[config.mk]
export PLATFORM = sky130hd
export DESIGN_NAME = coproc_access_permission_ctrl
export DESIGN_NICKNAME = d
export VERILOG_FILES = /design/src/core/copro_access_pkg.sv /design/src/core/copro_perm_check.sv /design/src/core/coproc_access_permission_ctrl.sv
export SDC_FILE = /design/constraint.sdc
export NUM_CORES = 1
export LEC_CHECK = 0
export ABC_AREA = 0
export BUFFER_PORTS_ARGS = -buffer_cell sky130_fd_sc_hd__buf_2
export CORE_MARGIN = 1
export CORE_UTILIZATION = 42
export CTS_CLUSTER_DIAMETER = 150
export CTS_CLUSTER_SIZE = 8
export DETAILED_ROUTE_END_ITERATION = 12
export PLACE_DENSITY = 0.81
export SKIP_LAST_GASP = 1
export SLEW_MARGIN = 30
export SYNTH_ARGS = -nofsm -noshare
export SYNTH_HDL_FRONTEND = slang
export SYNTH_SLANG_ARGS = --single-unit
export TNS_END_PERCENT = 20
[constraint.sdc]
create_clock -name clk_i -period 1.4 [get_ports clk_i]
set_input_delay 0.07 -clock clk_i [delete_from_list [all_inputs] [get_ports clk_i]]
set_output_delay 0.07 -clock clk_i [all_outputs]
set_load 0.005 [all_outputs]
[src/core/copro_access_pkg.sv]
// Purpose: constants for the coprocessor access permission block
// Assumes: single clock, system-control register access port
// Notes:   field positions, reset values and register selectors
// Overview of operation
// - access control register: one shared read/write register, privileged only, resets to zero
// - simd_disable bit 31 set disables pure vector SIMD instructions
// - upper_bank_disable bit 30 set disables float instructions touching upper_double_regs
// - permission field: 00 denied, 01 privileged only, 10 reserved, 11 all
// - copro eleven field bits 23:22, copro ten bits 21:20, reset denied
// - user mode access to the permission registers raises undefined instruction
// - secure privileged always; nonsecure privileged only if ns bits set, else zero/ignored
// - register updates take effect only after the next sync barrier
// - access control register selected by crn c1, op1 0, crm c0, op2 2
// - nonsecure register: secure read/write, nonsecure read-only, privileged only
// - nonsecure use of coprocessors also needs nonsecure register permission
// - ns bits 11 and 10: 0 secure only (reset), 1 secure or nonsecure
// - ns bit 15 forces simd_disable to read 1 and ignore nonsecure writes
// - ns bit 14 forces upper_bank_disable to read 1 and ignore nonsecure writes
// - nonsecure register selected by crn c1, op1 0, crm c1, op2 2
package copro_access_pkg;
  localparam logic [3:0]  SEL_CRN         = 4'h1;
  localparam logic [2:0]  SEL_OP1         = 3'h0;
  localparam logic [3:0]  SEL_CRM_ACCESS  = 4'h0;
  localparam logic [3:0]  SEL_CRM_NS      = 4'h1;
  localparam logic [2:0]  SEL_OP2         = 3'h2;
  localparam int          BIT_SIMD_DIS    = 31;
  localparam int          BIT_UPPER_DIS   = 30;
  localparam int          POS_ELEVEN      = 22;
  localparam int          POS_TEN         = 20;
  localparam int          BIT_NS_SIMD     = 15;
  localparam int          BIT_NS_UPPER    = 14;
  localparam int          BIT_NS_ELEVEN   = 11;
  localparam int          BIT_NS_TEN      = 10;
  localparam logic [31:0] ACCESS_RESET    = 32'h0000_0000;
  localparam logic [31:0] NS_RESET        = 32'h0000_0000;
  // implemented bits; all others read zero and ignore writes
  localparam logic [31:0] ACCESS_MASK     = 32'hC0F0_0000;
  localparam logic [31:0] NS_MASK         = 32'h0000_CC00;
  localparam logic [1:0]  PERM_DENIED     = 2'h0;
  localparam logic [1:0]  PERM_PRIV       = 2'h1;
  localparam logic [1:0]  PERM_ALL        = 2'h3;
endpackage

[src/core/copro_perm_check.sv]
// Purpose: decode one two-bit permission field for one coprocessor
// Assumes: combinational, used once per coprocessor
// Notes:   reserved code 10 is treated as denied
`timescale 1ns/10ps
module copro_perm_check
  import copro_access_pkg::*;
(
  input  wire logic [1:0] perm_i,
  input  wire logic       ns_grant_i,
  input  wire logic       secure_i,
  input  wire logic       priv_i,
  output logic            allow_o
);
  always_comb begin
    case (perm_i)
      PERM_PRIV: allow_o = priv_i;
      PERM_ALL:  allow_o = 1'b1;
      default:   allow_o = 1'b0;
    endcase
    if (!secure_i && !ns_grant_i) begin
      allow_o = 1'b0;
    end
  end
endmodule // copro_perm_check

[src/core/coproc_access_permission_ctrl.sv]
// Purpose: coprocessor access control and nonsecure access control registers, plus check
// Assumes: core presents one system-register access or coprocessor instruction per cycle
// Notes:   settings reach the check only at sync_barrier_i; reads return a registered value
`timescale 1ns/10ps
module coproc_access_permission_ctrl
  import copro_access_pkg::*;
(
  input  wire logic        clk_i,
  input  wire logic        nrst_i,
  input  wire logic        ce_i,
  input  wire logic        secure_i,
  input  wire logic        priv_i,
  input  wire logic        sys_valid_i,
  input  wire logic        sys_write_i,
  input  wire logic [3:0]  sys_crn_i,
  input  wire logic [2:0]  sys_op1_i,
  input  wire logic [3:0]  sys_crm_i,
  input  wire logic [2:0]  sys_op2_i,
  input  wire logic [31:0] sys_wdata_i,
  input  wire logic        sync_barrier_i,
  input  wire logic        instr_valid_i,
  input  wire logic        instr_copro_eleven_i,
  input  wire logic        instr_simd_only_i,
  input  wire logic        instr_upper_regs_i,
  output logic [31:0]      sys_rdata_o,
  output logic             sys_rvalid_o,
  output logic             undef_o,
  output logic [31:0]      copro_access_ctrl_o,
  output logic [31:0]      nonsecure_access_ctrl_o
);
  typedef struct packed {
    logic [31:0] access;
    logic [31:0] ns;
    logic [31:0] eff_access;
    logic [31:0] eff_ns;
    logic [31:0] rdata;
    logic        rvalid;
    logic        undef;
  } state_s;

  state_s state_reg;
  state_s state_next;
  logic   allow_ten;
  logic   allow_eleven;
  logic   hit_access;
  logic   hit_ns;
  logic   ns_ten;
  logic   ns_eleven;
  logic   ns_simd;
  logic   ns_upper;

  // permission check runs on the barrier-committed copy, never the live one
  copro_perm_check u_ten (
    .perm_i     (state_reg.eff_access[POS_TEN +: 2]),
    .ns_grant_i (state_reg.eff_ns[BIT_NS_TEN]),
    .secure_i   (secure_i),
    .priv_i     (priv_i),
    .allow_o    (allow_ten)
  );
  copro_perm_check u_eleven (
    .perm_i     (state_reg.eff_access[POS_ELEVEN +: 2]),
    .ns_grant_i (state_reg.eff_ns[BIT_NS_ELEVEN]),
    .secure_i   (secure_i),
    .priv_i     (priv_i),
    .allow_o    (allow_eleven)
  );

  always_comb begin
    state_next = state_reg;
    hit_access = (sys_crn_i == SEL_CRN) && (sys_op1_i == SEL_OP1) &&
                 (sys_crm_i == SEL_CRM_ACCESS) && (sys_op2_i == SEL_OP2);
    hit_ns     = (sys_crn_i == SEL_CRN) && (sys_op1_i == SEL_OP1) &&
                 (sys_crm_i == SEL_CRM_NS) && (sys_op2_i == SEL_OP2);
    ns_ten     = state_reg.ns[BIT_NS_TEN];
    ns_eleven  = state_reg.ns[BIT_NS_ELEVEN];
    ns_simd    = state_reg.ns[BIT_NS_SIMD];
    ns_upper   = state_reg.ns[BIT_NS_UPPER];
    state_next.rvalid = 1'b0;
    state_next.undef  = 1'b0;
    if (sys_valid_i && (hit_access || hit_ns)) begin
      if (!priv_i) begin
        state_next.undef = 1'b1;
      end else if (hit_access) begin
        if (sys_write_i) begin
          if (secure_i || ns_ten) begin
            state_next.access[POS_TEN +: 2] = sys_wdata_i[POS_TEN +: 2];
          end
          if (secure_i || ns_eleven) begin
            state_next.access[POS_ELEVEN +: 2] = sys_wdata_i[POS_ELEVEN +: 2];
          end
          if (secure_i || !ns_simd) begin
            state_next.access[BIT_SIMD_DIS] = sys_wdata_i[BIT_SIMD_DIS];
          end
          if (secure_i || !ns_upper) begin
            state_next.access[BIT_UPPER_DIS] = sys_wdata_i[BIT_UPPER_DIS];
          end
        end else begin
          state_next.rvalid = 1'b1;
          state_next.rdata  = state_reg.access & ACCESS_MASK;
          if (!secure_i) begin
            if (!ns_ten) begin
              state_next.rdata[POS_TEN +: 2] = 2'h0;
            end
            if (!ns_eleven) begin
              state_next.rdata[POS_ELEVEN +: 2] = 2'h0;
            end
            if (ns_simd) begin
              state_next.rdata[BIT_SIMD_DIS] = 1'b1;
            end
            if (ns_upper) begin
              state_next.rdata[BIT_UPPER_DIS] = 1'b1;
            end
          end
        end
      end else begin
        if (sys_write_i) begin
          if (secure_i) begin
            state_next.ns = sys_wdata_i & NS_MASK;
          end else begin
            state_next.undef = 1'b1;
          end
        end else begin
          state_next.rvalid = 1'b1;
          state_next.rdata  = state_reg.ns & NS_MASK;
        end
      end
    end
    if (sync_barrier_i) begin
      state_next.eff_access = state_reg.access;
      state_next.eff_ns     = state_reg.ns;
    end
    if (instr_valid_i) begin
      if (!(instr_copro_eleven_i ? allow_eleven : allow_ten)) begin
        state_next.undef = 1'b1;
      end
      if (instr_simd_only_i && state_reg.eff_access[BIT_SIMD_DIS]) begin
        state_next.undef = 1'b1;
      end
      if (instr_upper_regs_i && state_reg.eff_access[BIT_UPPER_DIS]) begin
        state_next.undef = 1'b1;
      end
      // nonsecure forces apply even if the stored disable is clear
      if (!secure_i && instr_simd_only_i && state_reg.eff_ns[BIT_NS_SIMD]) begin
        state_next.undef = 1'b1;
      end
      if (!secure_i && instr_upper_regs_i && state_reg.eff_ns[BIT_NS_UPPER]) begin
        state_next.undef = 1'b1;
      end
    end
  end

  always_ff @(posedge clk_i or negedge nrst_i) begin
    if (!nrst_i) begin
      state_reg            <= '0;
      state_reg.access     <= ACCESS_RESET;
      state_reg.ns         <= NS_RESET;
      state_reg.eff_access <= ACCESS_RESET;
      state_reg.eff_ns     <= NS_RESET;
    end else if (ce_i) begin
      state_reg <= state_next;
    end
  end

  assign sys_rdata_o             = state_reg.rdata;
  assign sys_rvalid_o            = state_reg.rvalid;
  assign undef_o                 = state_reg.undef;
  assign copro_access_ctrl_o     = state_reg.access;
  assign nonsecure_access_ctrl_o = state_reg.ns;

  property p_user_refused;
    @(posedge clk_i) disable iff (!nrst_i)
      (ce_i && sys_valid_i && !priv_i && hit_access) |=> undef_o;
  endproperty
  a_user_refused: assert property (p_user_refused) else $error("user access not refused");

  property p_ns_write_ignored;
    @(posedge clk_i) disable iff (!nrst_i)
      (ce_i && sys_valid_i && sys_write_i && hit_access && priv_i && !secure_i && !ns_ten)
      |=> $stable(copro_access_ctrl_o[POS_TEN +: 2]);
  endproperty
  a_ns_write_ignored: assert property (p_ns_write_ignored) else $error("ns write took");

  property p_ns_read_zero;
    @(posedge clk_i) disable iff (!nrst_i)
      (ce_i && sys_valid_i && !sys_write_i && hit_access && priv_i && !secure_i && !ns_eleven)
      |=> sys_rvalid_o && (sys_rdata_o[POS_ELEVEN +: 2] == 2'h0);
  endproperty
  a_ns_read_zero: assert property (p_ns_read_zero) else $error("ns read not zero");

  property p_ns_reg_readonly;
    @(posedge clk_i) disable iff (!nrst_i)
      (ce_i && sys_valid_i && sys_write_i && hit_ns && priv_i && !secure_i)
      |=> undef_o && $stable(nonsecure_access_ctrl_o);
  endproperty
  a_ns_reg_readonly: assert property (p_ns_reg_readonly) else $error("ns reg written");

  property p_simd_force_read;
    @(posedge clk_i) disable iff (!nrst_i)
      (ce_i && sys_valid_i && !sys_write_i && hit_access && priv_i && !secure_i && ns_simd)
      |=> sys_rdata_o[BIT_SIMD_DIS];
  endproperty
  a_simd_force_read: assert property (p_simd_force_read) else $error("simd force lost");

  property p_upper_force_write;
    @(posedge clk_i) disable iff (!nrst_i)
      (ce_i && sys_valid_i && sys_write_i && hit_access && priv_i && !secure_i && ns_upper)
      |=> $stable(copro_access_ctrl_o[BIT_UPPER_DIS]);
  endproperty
  a_upper_force_write: assert property (p_upper_force_write) else $error("upper written");

  property p_simd_disable;
    @(posedge clk_i) disable iff (!nrst_i)
      (ce_i && instr_valid_i && instr_simd_only_i && state_reg.eff_access[BIT_SIMD_DIS])
      |=> undef_o;
  endproperty
  a_simd_disable: assert property (p_simd_disable) else $error("simd not disabled");

  property p_upper_disable;
    @(posedge clk_i) disable iff (!nrst_i)
      (ce_i && instr_valid_i && instr_upper_regs_i && state_reg.eff_access[BIT_UPPER_DIS])
      |=> undef_o;
  endproperty
  a_upper_disable: assert property (p_upper_disable) else $error("upper not disabled");

  property p_denied;
    @(posedge clk_i) disable iff (!nrst_i)
      (ce_i && instr_valid_i && !instr_copro_eleven_i &&
       state_reg.eff_access[POS_TEN +: 2] == PERM_DENIED)
      |=> undef_o;
  endproperty
  a_denied: assert property (p_denied) else $error("denied access passed");

  property p_barrier;
    @(posedge clk_i) disable iff (!nrst_i)
      (ce_i && !sync_barrier_i) |=> $stable(state_reg.eff_access);
  endproperty
  a_barrier: assert property (p_barrier) else $error("settings moved without barrier");
endmodule // coproc_access_permission_ctrl

==> metrics, run 1 <==
outcome finished with violations; failing checks setup timing; I/O Buffers 57; CTS buffer count 5; post-route ant nets 0; Die Span Y 75.9 um; post-layout util 0.499; CTS tree yes; Slew @ Worst Pin 709 ps; dpl ws -375 ps; skew final 3.32 ps; Final GP Congestion roughly 0.8; vias between 1500 and 2000; fin area around 2600 um2; DP Cell Count 340; number of fillers in the final layout 496; vias in the first global route ~1400; TritonRoute pass-1 iters 6; Hold Path Class in2reg; global route overflow 0; DRC 0; Final Hold Fails 0; commonest non-fill, non-tap cell in the layout conb_1; Lkg Pwr between 1 and 1.5 nW; drt initial violations 54; most frequent cells in the layout conb_1 (76), buf_2 (54), dfrtp_1 (32), buf_4 (19), mux2_2 (18); max cap viols 0; Synth Cell Area roughly 2300 um2; vias per cell ~4.3; number of nets in the layout 340; fmax 693 MHz; kind of critical path in2reg; Clock Latency Late Sink 280 ps; data required time of the critical path roughly 1600 ps; Final Critical Period around 1400 ps; r2r setup slk -10 ps; CTS H-tree lvls 2; Final Max Slew Viols 0; Starting Density 0.444; Storage cell area about 800 um2; clock buffer depth 2; pwr dens roughly 720 nW/um2; WL/cell approximately 12 um; I/O pins around 160; layout cells sized above 1 0.431; overall power between 1.5 and 2 mW; Total Wirelength 4370 um; clock sinks 32; clk root buf clkbuf_8; Rel. slew slack 0.527; part of the cycle the worst path needs 1.03; Worst Path Max Fanout 7; Die X 75.9 um; crit path launch type input pin; Total GRT Usage 0.154; Worst VDD drop 0.521 mV; CP Data Arrival Time between 1500 and 2000 ps; Syn-to-layout area delta 12.4%; initial antenna violation count 0; flops & latches, synth 32; RSZ-0062 raised after global routing yes; # setup viols final 11; Core ar. about 5200 um2; first-pass GRT wire length slightly above 7000 um; Area after DPL about 2300 um2; Mapped Cells around 220; fin cells ~350; post-synthesis sequential area ratio 0.349; HPWL after DPL around 3300 um; crit end category flip-flop; area of the multi-input gates 1070 um2; FP Rows 26; Synth Area per Inst ~10 um2; clk slew on worst S/H paths about 60 ps; # diodes 0; fin worst setup slack -42.0 ps; Distinct cells, synth 30; Synth Warn # 0; largest net degree at the start of global routing 33; DIE AREA around 5800 um2
## cells by family after synthesis
logic type | share of synthesized area
AND/OR/NAND/NOR | 0.118
other | 0.00163
flip-flops | 0.349
multiplexers | 0.142
AO/OA/AOI/OAI | 0.0518
buffers and inverters | 0.338
## Yosys cell counts
| cell type | number | area (um2) |
|---|---|---|
| a222oi_1 | 1 | 10.0 |
| nor4b_1 | 2 | 17.5 |
| or3b_2 | 1 | 8.76 |
| a21o_1 | 4 | 30.0 |
| nor2b_1 | 1 | 6.26 |
| clkbuf_1 | 3 | 11.3 |
| a31oi_1 | 1 | 6.26 |
| o211a_1 | 1 | 10.0 |
| buf_4 | 97 | 728 |
| o21ai_0 | 8 | 40.0 |
| inv_1 | 8 | 30.0 |
| nand4_2 | 1 | 12.5 |
| nor2_1 | 5 | 18.8 |
| nor3b_1 | 2 | 15.0 |
| nor4_4 | 1 | 21.3 |
| mux2i_1 | 4 | 40.0 |
| nor4b_4 | 2 | 47.6 |
| clkbuf_2 | 1 | 5.00 |
| mux2_2 | 20 | 225 |
| nor4_1 | 3 | 18.8 |
| nor3_2 | 1 | 10.0 |
| conb_1 | 1 | 3.75 |
| a21oi_1 | 2 | 10.0 |
| dfrtp_1 | 32 | 801 |
| nand2_1 | 9 | 33.8 |
| nor4b_2 | 1 | 15.0 |
| nand4_4 | 1 | 21.3 |
| nor4_2 | 2 | 25.0 |
| mux2_4 | 4 | 60.1 |
| o22ai_1 | 2 | 12.5 |
## timing repair
action	4_1_cts	5_1_grt
setup endpoints to repair	10	21
pin swaps	6	7
buffers inserted	2	2
hold buffers	1	0
resized for setup	9	6
endpoints found under the hold margin	32	0
gates cloned	0	0
## critical path, stage by stage
cell,delay (ps)
buf_2,110
nor4_4,290
buf_4,170
nand4_4,80
buf_12,180
nor4b_4,210
buf_4,200
mux2_4,300
## metrics by stage
| stage | setup TNS [ps] | hold slack [ps] |
|---|---|---|
| finish | -299 | 18.1 |
| global route | -1180 | 15.4 |
| CTS | -254 | 15.4 |
| detailed placement | -5890 | 161 |
| global placement | -5320 | 158 |
| floorplan | -508 | -226 |
## layout make-up
cell class	instances	area share
Inverter	8	0.0116
Sequential cell	32	0.311
Clock buffer	8	0.0349
Tap cell	70	0.0340
Timing Repair Buffer	80	0.194
Multi-Input combinational cell	155	0.415
## report_power, final
part / internal (mW) / switching (mW)
logic: 0.0711 / 0.138
clock network: 0.400 / 0.319
registers: 0.928 / 0.00262
total: 1.40 / 0.459
## routing by layer
| metal | global-route usage | routed length (um) |
|---|---|---|
| met3 | 0.0373 | 213 |
| met1 | 0.190 | 1800 |
| met5 | 0 | 0 |
| met2 | 0.266 | 2310 |
| met4 | 0.0462 | 46 |
## final timing paths
kind / endpoint / start / cells past startpoint
min in group asynchronous: sys_rdata_o[21] / nrst_i / 2
min reg2reg: state_reg[49] / state_reg[49] / 2
min: copro_access_ctrl_o[21] / sys_wdata_i[21] / 2
max: nonsecure_access_ctrl_o[11] / sys_crm_i[3] / 8
max reg2reg: copro_access_ctrl_o[31] / nonsecure_access_ctrl_o[15] / 5
max in group asynchronous: sys_rdata_o[14] / nrst_i / 2
(Power assumes the default switching activity.)
==> run 2, diff against run 1 <==
--- a/config.mk
+++ b/config.mk
@@ -12,7 +12,7 @@
 export CTS_CLUSTER_DIAMETER = 150
 export CTS_CLUSTER_SIZE = 8
 export DETAILED_ROUTE_END_ITERATION = 12
-export PLACE_DENSITY = 0.81
+export PLACE_DENSITY = 0.82
 export SKIP_LAST_GASP = 1
 export SLEW_MARGIN = 30
 export SYNTH_ARGS = -nofsm -noshare
==> run 2 against run 1 <==
The run still ends with setup timing left. Maximum frequency shrank 2.0%. Critical endpoint is now nonsecure_access_ctrl_o[10]. Critical path depth shrank 1. Routed wire length shrank 6.6%. First-iteration DRC count grew 20%. Global-route usage shrank 0.13 points. Sequential share of layout area grew 2.0 points. Sequential power is essentially flat. Final area shrank 5.9%. Worst setup slack lost 29 ps.
==> metrics, run 2 (synthesized netlist as in run 1, its figures left out) <==
outcome finished with violations; failing checks setup timing; hold path cells 2; vias in the first global route between 1000 and 1500; commonest non-fill, non-tap cell in the layout conb_1; vias per cell 4.19; layout cells sized above 1 0.415; CTS tree yes; Total GRT Usage 0.153; kind of critical path in2reg; # diodes 0; part of the cycle the worst path needs 1.05; Final GP Congestion 0.801; setup TNS -411 ps; Lkg Pwr approximately 1.4 nW; Rel. slew slack 0.519; Worst Path Max Fanout 6; skew final 4.22 ps; Starting Density 0.444; FP Rows 26; post-route ant nets 0; Final Critical Period between 1000 and 1500 ps; HPWL after DPL 3300 um; crit end category flip-flop; largest net degree at the start of global routing 33; Syn-to-layout area delta 5.73%; max cap viols 0; Final Hold Fails 0; pwr dens a little over 700 nW/um2; overall power around 1.7 mW; met2 Usage GRT 0.256; Clock Latency Late Sink between 200 and 300 ps; met3 Usage GRT 0.0349; initial antenna violation count 0; TritonRoute pass-1 iters 4; I/O pins about 160; crit path launch type input pin; most frequent cells in the layout conb_1 (76), buf_2 (57), dfrtp_1 (32), mux2_2 (20), buf_4 (17); data required time of the critical path 1560 ps; clk root buf clkbuf_8; number of nets in the layout around 340; Die Span Y between 70 and 80 um; fmax around 680 MHz; first-pass GRT wire length between 6000 and 7000 um; Storage cell area approximately 800 um2; Area after DPL ~2300 um2; DRC 0; area of the multi-input gates a little over 1000 um2; DIE AREA between 5000 and 6000 um2; # setup viols final 9; number of fillers in the final layout 493; clk slew on worst S/H paths 60 ps; global route overflow 0; I/O Buffers 57; hold slack 20.2 ps; Final Max Slew Viols 0; fin worst setup slack -71.3 ps; CP Data Arrival Time approximately 1600 ps; dpl ws -362 ps; CTS H-tree lvls 2; WL/cell between 10 and 15 um; fin area around 2400 um2; Hold Path Class in2reg; RSZ-0062 raised after global routing yes; clock buffer depth 2; Core ar. slightly above 5000 um2; Worst VDD drop 0.399 mV; Die X around 76 um; Slew @ Worst Pin between 700 and 800 ps; Top Usage Layer GRT met2; path depth of the worst reg2reg path 4; CTS buffer count 5; drt initial violations 65; clock sinks 32; Total Wirelength slightly above 4000 um; GR Util met1 0.187; vias between 1000 and 1500
-- run 2: cell types whose count changed in the layout (fill, tap and decap cells not counted), sizes merged --
cell / before / now
buf: 79 / 74
clkbuf: 8 / 5
-- run 2: layout make-up --
class,instances,area share
Clock buffer,5,0.0284
Inverter,8,0.0124
Multi-Input combinational cell,155,0.419
Sequential cell,32,0.330
Tap cell,70,0.0361
Timing Repair Buffer,75,0.174
-- run 2: timing repair --
item,CTS,global route
pin swaps,0,1
hold buffers,1,0
setup endpoints to repair,11,16
hold endpoints to repair,32,0
buffers inserted,0,1
gates resized for setup,0,1
-- run 2: path summary, 6_finish.rpt --
kind	from	end	slack [ps]
max in group asynchronous	nrst_i	sys_rvalid_o	560
setup / recovery	sys_crm_i[1]	nonsecure_access_ctrl_o[10]	-70
min in group asynchronous	nrst_i	copro_access_ctrl_o[30]	380
setup reg to reg	state_reg[87]	undef_o	-20
hold reg to reg	sys_rvalid_o	sys_rvalid_o	480
hold / removal	sys_wdata_i[21]	copro_access_ctrl_o[21]	20
-- run 2: metrics by stage --
step,instances,utilization
finish,345,0.469
global route,345,0.469
CTS,344,0.466
detailed placement,338,0.451
global placement,338,0.451
floorplan,296,-
-- run 2: layer usage --
metal  vias to the layer above  share of wire  routed length (um)
met2                        70           0.51                2070
met5                         -              0                   0
met1                       691           0.42                1710
met3                         9          0.052                 213
li1                        674              -                   -
met4                         0          0.021                  85
-- run 2: worst max-delay path: stages --
cell and delay (ps):
buf_2 120, nor4_4 370, nand4_2 260, buf_4 230
nor4b_4 120, buf_4 170, mux2_4 290
-- run 2: report_power, final --
group	switching, mW	internal [mW]	total [mW]
combinational	0.128	0.0635	0.191
clock	0.296	0.319	0.616
sequential	0.00211	0.928	0.930
==> run 3, diff against run 2 <==
--- a/config.mk
+++ b/config.mk
@@ -5,14 +5,14 @@
 export SDC_FILE = /design/constraint.sdc
 export NUM_CORES = 1
 export LEC_CHECK = 0
-export ABC_AREA = 0
+export ABC_AREA = 1
 export BUFFER_PORTS_ARGS = -buffer_cell sky130_fd_sc_hd__buf_2
 export CORE_MARGIN = 1
-export CORE_UTILIZATION = 42
+export CORE_UTILIZATION = 45
 export CTS_CLUSTER_DIAMETER = 150
 export CTS_CLUSTER_SIZE = 8
 export DETAILED_ROUTE_END_ITERATION = 12
-export PLACE_DENSITY = 0.82
+export PLACE_DENSITY = 0.87
 export SKIP_LAST_GASP = 1
 export SLEW_MARGIN = 30
 export SYNTH_ARGS = -nofsm -noshare
==> constraint.sdc (replaced) <==
create_clock -name clk_i -period 1.8 [get_ports clk_i]
set_input_delay 0.09 -clock clk_i [delete_from_list [all_inputs] [get_ports clk_i]]
set_output_delay 0.09 -clock clk_i [all_outputs]
set_load 0.005 [all_outputs]
==> run 3 against run 2 <==
Routed wire length unchanged. Non-clock buffer count fell by 17. Register-to-register slack better by 730 ps. Power shrank 16%. Via count increased by 10%. Synthesized area is 0.38% higher. Sequential share of layout area rose by 1.6 points. Critical path depth decreased by 3. The flow now finishes without violations. Die area is 6.1% lower. Combinational power shrank 15%. Utilization rose by 1.1 points.
==> metrics, run 3 <==
outcome finished, final reports clean; Clock Power Share 0.379; area of the multi-input gates ~970 um2; DRC 0; pwr dens 633 nW/um2; Synth Cell Area around 2300 um2; Lkg Pwr between 1 and 1.5 nW; post-synthesis async set-or-reset flop share 1.00; dominant cell by count in the synthesized netlist buf_4; dominant cell type by area after synthesis dfrtp_1; clock sinks 32; part of the cycle the worst path needs 0.604; drt initial violations 65; Rel. slew slack 0.531; clock buffer depth 2; CP Data Arrival Time about 1300 ps; crit path launch type flip-flop; crit end category flip-flop; Die X 73.5 um; switching pwr between 0.3 and 0.4 mW; Slew @ Worst Pin between 700 and 800 ps; most instantiated cells after synthesis buf_4 (96), nand2_1 (58), dfrtp_1 (32); max cap viols 0; Die Span Y between 70 and 80 um; Worst VDD drop around 0.29 mV; Clock Latency Late Sink between 200 and 300 ps; setup TNS 0 ps; Worst Path Max Fanout 3; Synth Area per Inst between 8 and 9 um2; Mapped Cells between 200 and 300; TritonRoute pass-1 iters 5; largest net degree at the start of global routing 33; kind of critical path reg2reg; data required time of the critical path a little under 2000 ps; CTS tree yes; CTS buffer count 5; number of fillers in the final layout between 400 and 500; RSZ-0062 raised after global routing no; WL/cell around 10 um; I/O pins approximately 160; clk slew on worst S/H paths around 60 ps; layout cells sized above 1 0.277; DP Cell Count around 380; Post-synth EDFFs 0; Starting Density 0.478; Distinct cells, synth 27; post-synthesis sequential area ratio 0.348; Final Critical Period roughly 1100 ps; # setup viols final 0; initial antenna violation count 0; Net Sw Frac 0.248; top-area cell type share of the netlist area 0.348; post_cts resized 0; Core ar. 4820 um2; commonest non-fill, non-tap cell in the layout conb_1; Seq pwr share 0.510; Synth area leaders dfrtp_1 (35%), buf_4 (31%), nand2_1 (9.5%); Comb pwr share 0.111; Synth Flop Type dfrtp_1; global route overflow 0; # diodes 0; I/O Buffers 57; post-route ant nets 0; Hold Path Class in2reg; Final GP Congestion 0.807; Cell Int Power roughly 1.1 mW; Synth Warn # 0; cts-stage hold buffer count 1; DIE AREA between 5000 and 6000 um2; number of nets in the layout around 380; FP Rows 25; flops & latches, synth 32; CTS H-tree lvls 2; Final Max Slew Viols 0; clk root buf clkbuf_8; skew final ~5 ps; Final Hold Fails 0; Storage cell area about 800 um2; most frequent cells in the layout conb_1 (76), nand2_1 (58), buf_2 (57), dfrtp_1 (32), nand3_1 (18); Post-CTS Setup Bufs 0; Total GRT Usage 0.164; vias per cell approximately 4; HPWL after DPL approximately 3300 um; Syn-to-layout area delta 0.435%; first-pass GRT wire length between 6000 and 7000 um; vias ~1600; vias in the first global route about 1400; fmax 920 MHz; Total Wirelength between 4000 and 5000 um; post-layout util 0.480; fin cells 392
==> run 3: changes by cell type in the layout (fill, tap and decap cells not counted), sizes merged, moves of 4 or more <==
cell	before	now
nor4b	5	0
mux2	24	4
buf	74	57
mux2i	4	0
nand2	9	62
nor4	6	0
o21ai	8	14
inv	8	19
nor2	5	24
nand3	0	20
a21o	4	0
==> run 3: critical path, cell delays in order, from the launching register on <==
cell	delay [ps]
dfrtp_1	410
inv_1	130
nor2_1	70
o21ai_0	270
o21ai_2	90
==> run 3: worst paths after layout <==
path	depth (start not counted)	to	slack (ps)	start
max	4	sys_rdata_o[31]	710	nonsecure_access_ctrl_o[15]
min	3	nonsecure_access_ctrl_o[15]	30	sys_wdata_i[15]
max reg2reg	4	sys_rdata_o[31]	710	nonsecure_access_ctrl_o[15]
min reg2reg	2	sys_rdata_o[22]	480	sys_rdata_o[22]
max in group asynchronous	2	sys_rdata_o[22]	940	nrst_i
min in group asynchronous	2	sys_rvalid_o	400	nrst_i
==> run 3: cells by family after synthesis <==
group	count (synthesis)	share of synthesized area
and+or+nand+nor	109	0.235
AOI/OAI and AO/OA	18	0.0418
DFF	32	0.348
other	1	0.00163
muxes	4	0.0196
buffers and inverters	119	0.354
==> run 3: layout make-up <==
class	count	share of cell area
clock buffer	8	0.0389
inverter	20	0.0324
multi-input combinational	207	0.419
sequential	32	0.346
tap	67	0.0362
timing repair buffer	58	0.128
==> run 3: power by group through the flow <==
| stage | logic (mW) | registers (mW) | clock network [mW] |
|---|---|---|---|
| global placement | 0.153 | 0.758 | 0 |
| CTS | 0.161 | 0.746 | 0.570 |
| global route | 0.193 | 0.746 | 0.604 |
| floorplan | 0.208 | 0.757 | 0 |
| detailed placement | 0.160 | 0.759 | 0 |
| finish | 0.163 | 0.746 | 0.555 |
==> run 3: metrics by stage <==
| step | power, mW | setup slack (ps) | hold WS, ps | instance area (um2) |
|---|---|---|---|---|
| after floorplan | 0.966 | 775 | -206 | 2580 |
| after CTS | 1.48 | 720 | 28.2 | 2310 |
| after global routing | 1.54 | 645 | 41.5 | 2310 |
| final | 1.46 | 713 | 26.7 | 2310 |
| after global placement | 0.911 | 586 | 167 | 2210 |
| after detailed placement | 0.918 | 529 | 176 | 2210 |
==> run 3: metal layers <==
metal,track usage,part of all wire
met5,0,0
met4,0.0491,0.0086
met3,0.0727,0.093
met2,0.264,0.50
met1,0.197,0.40
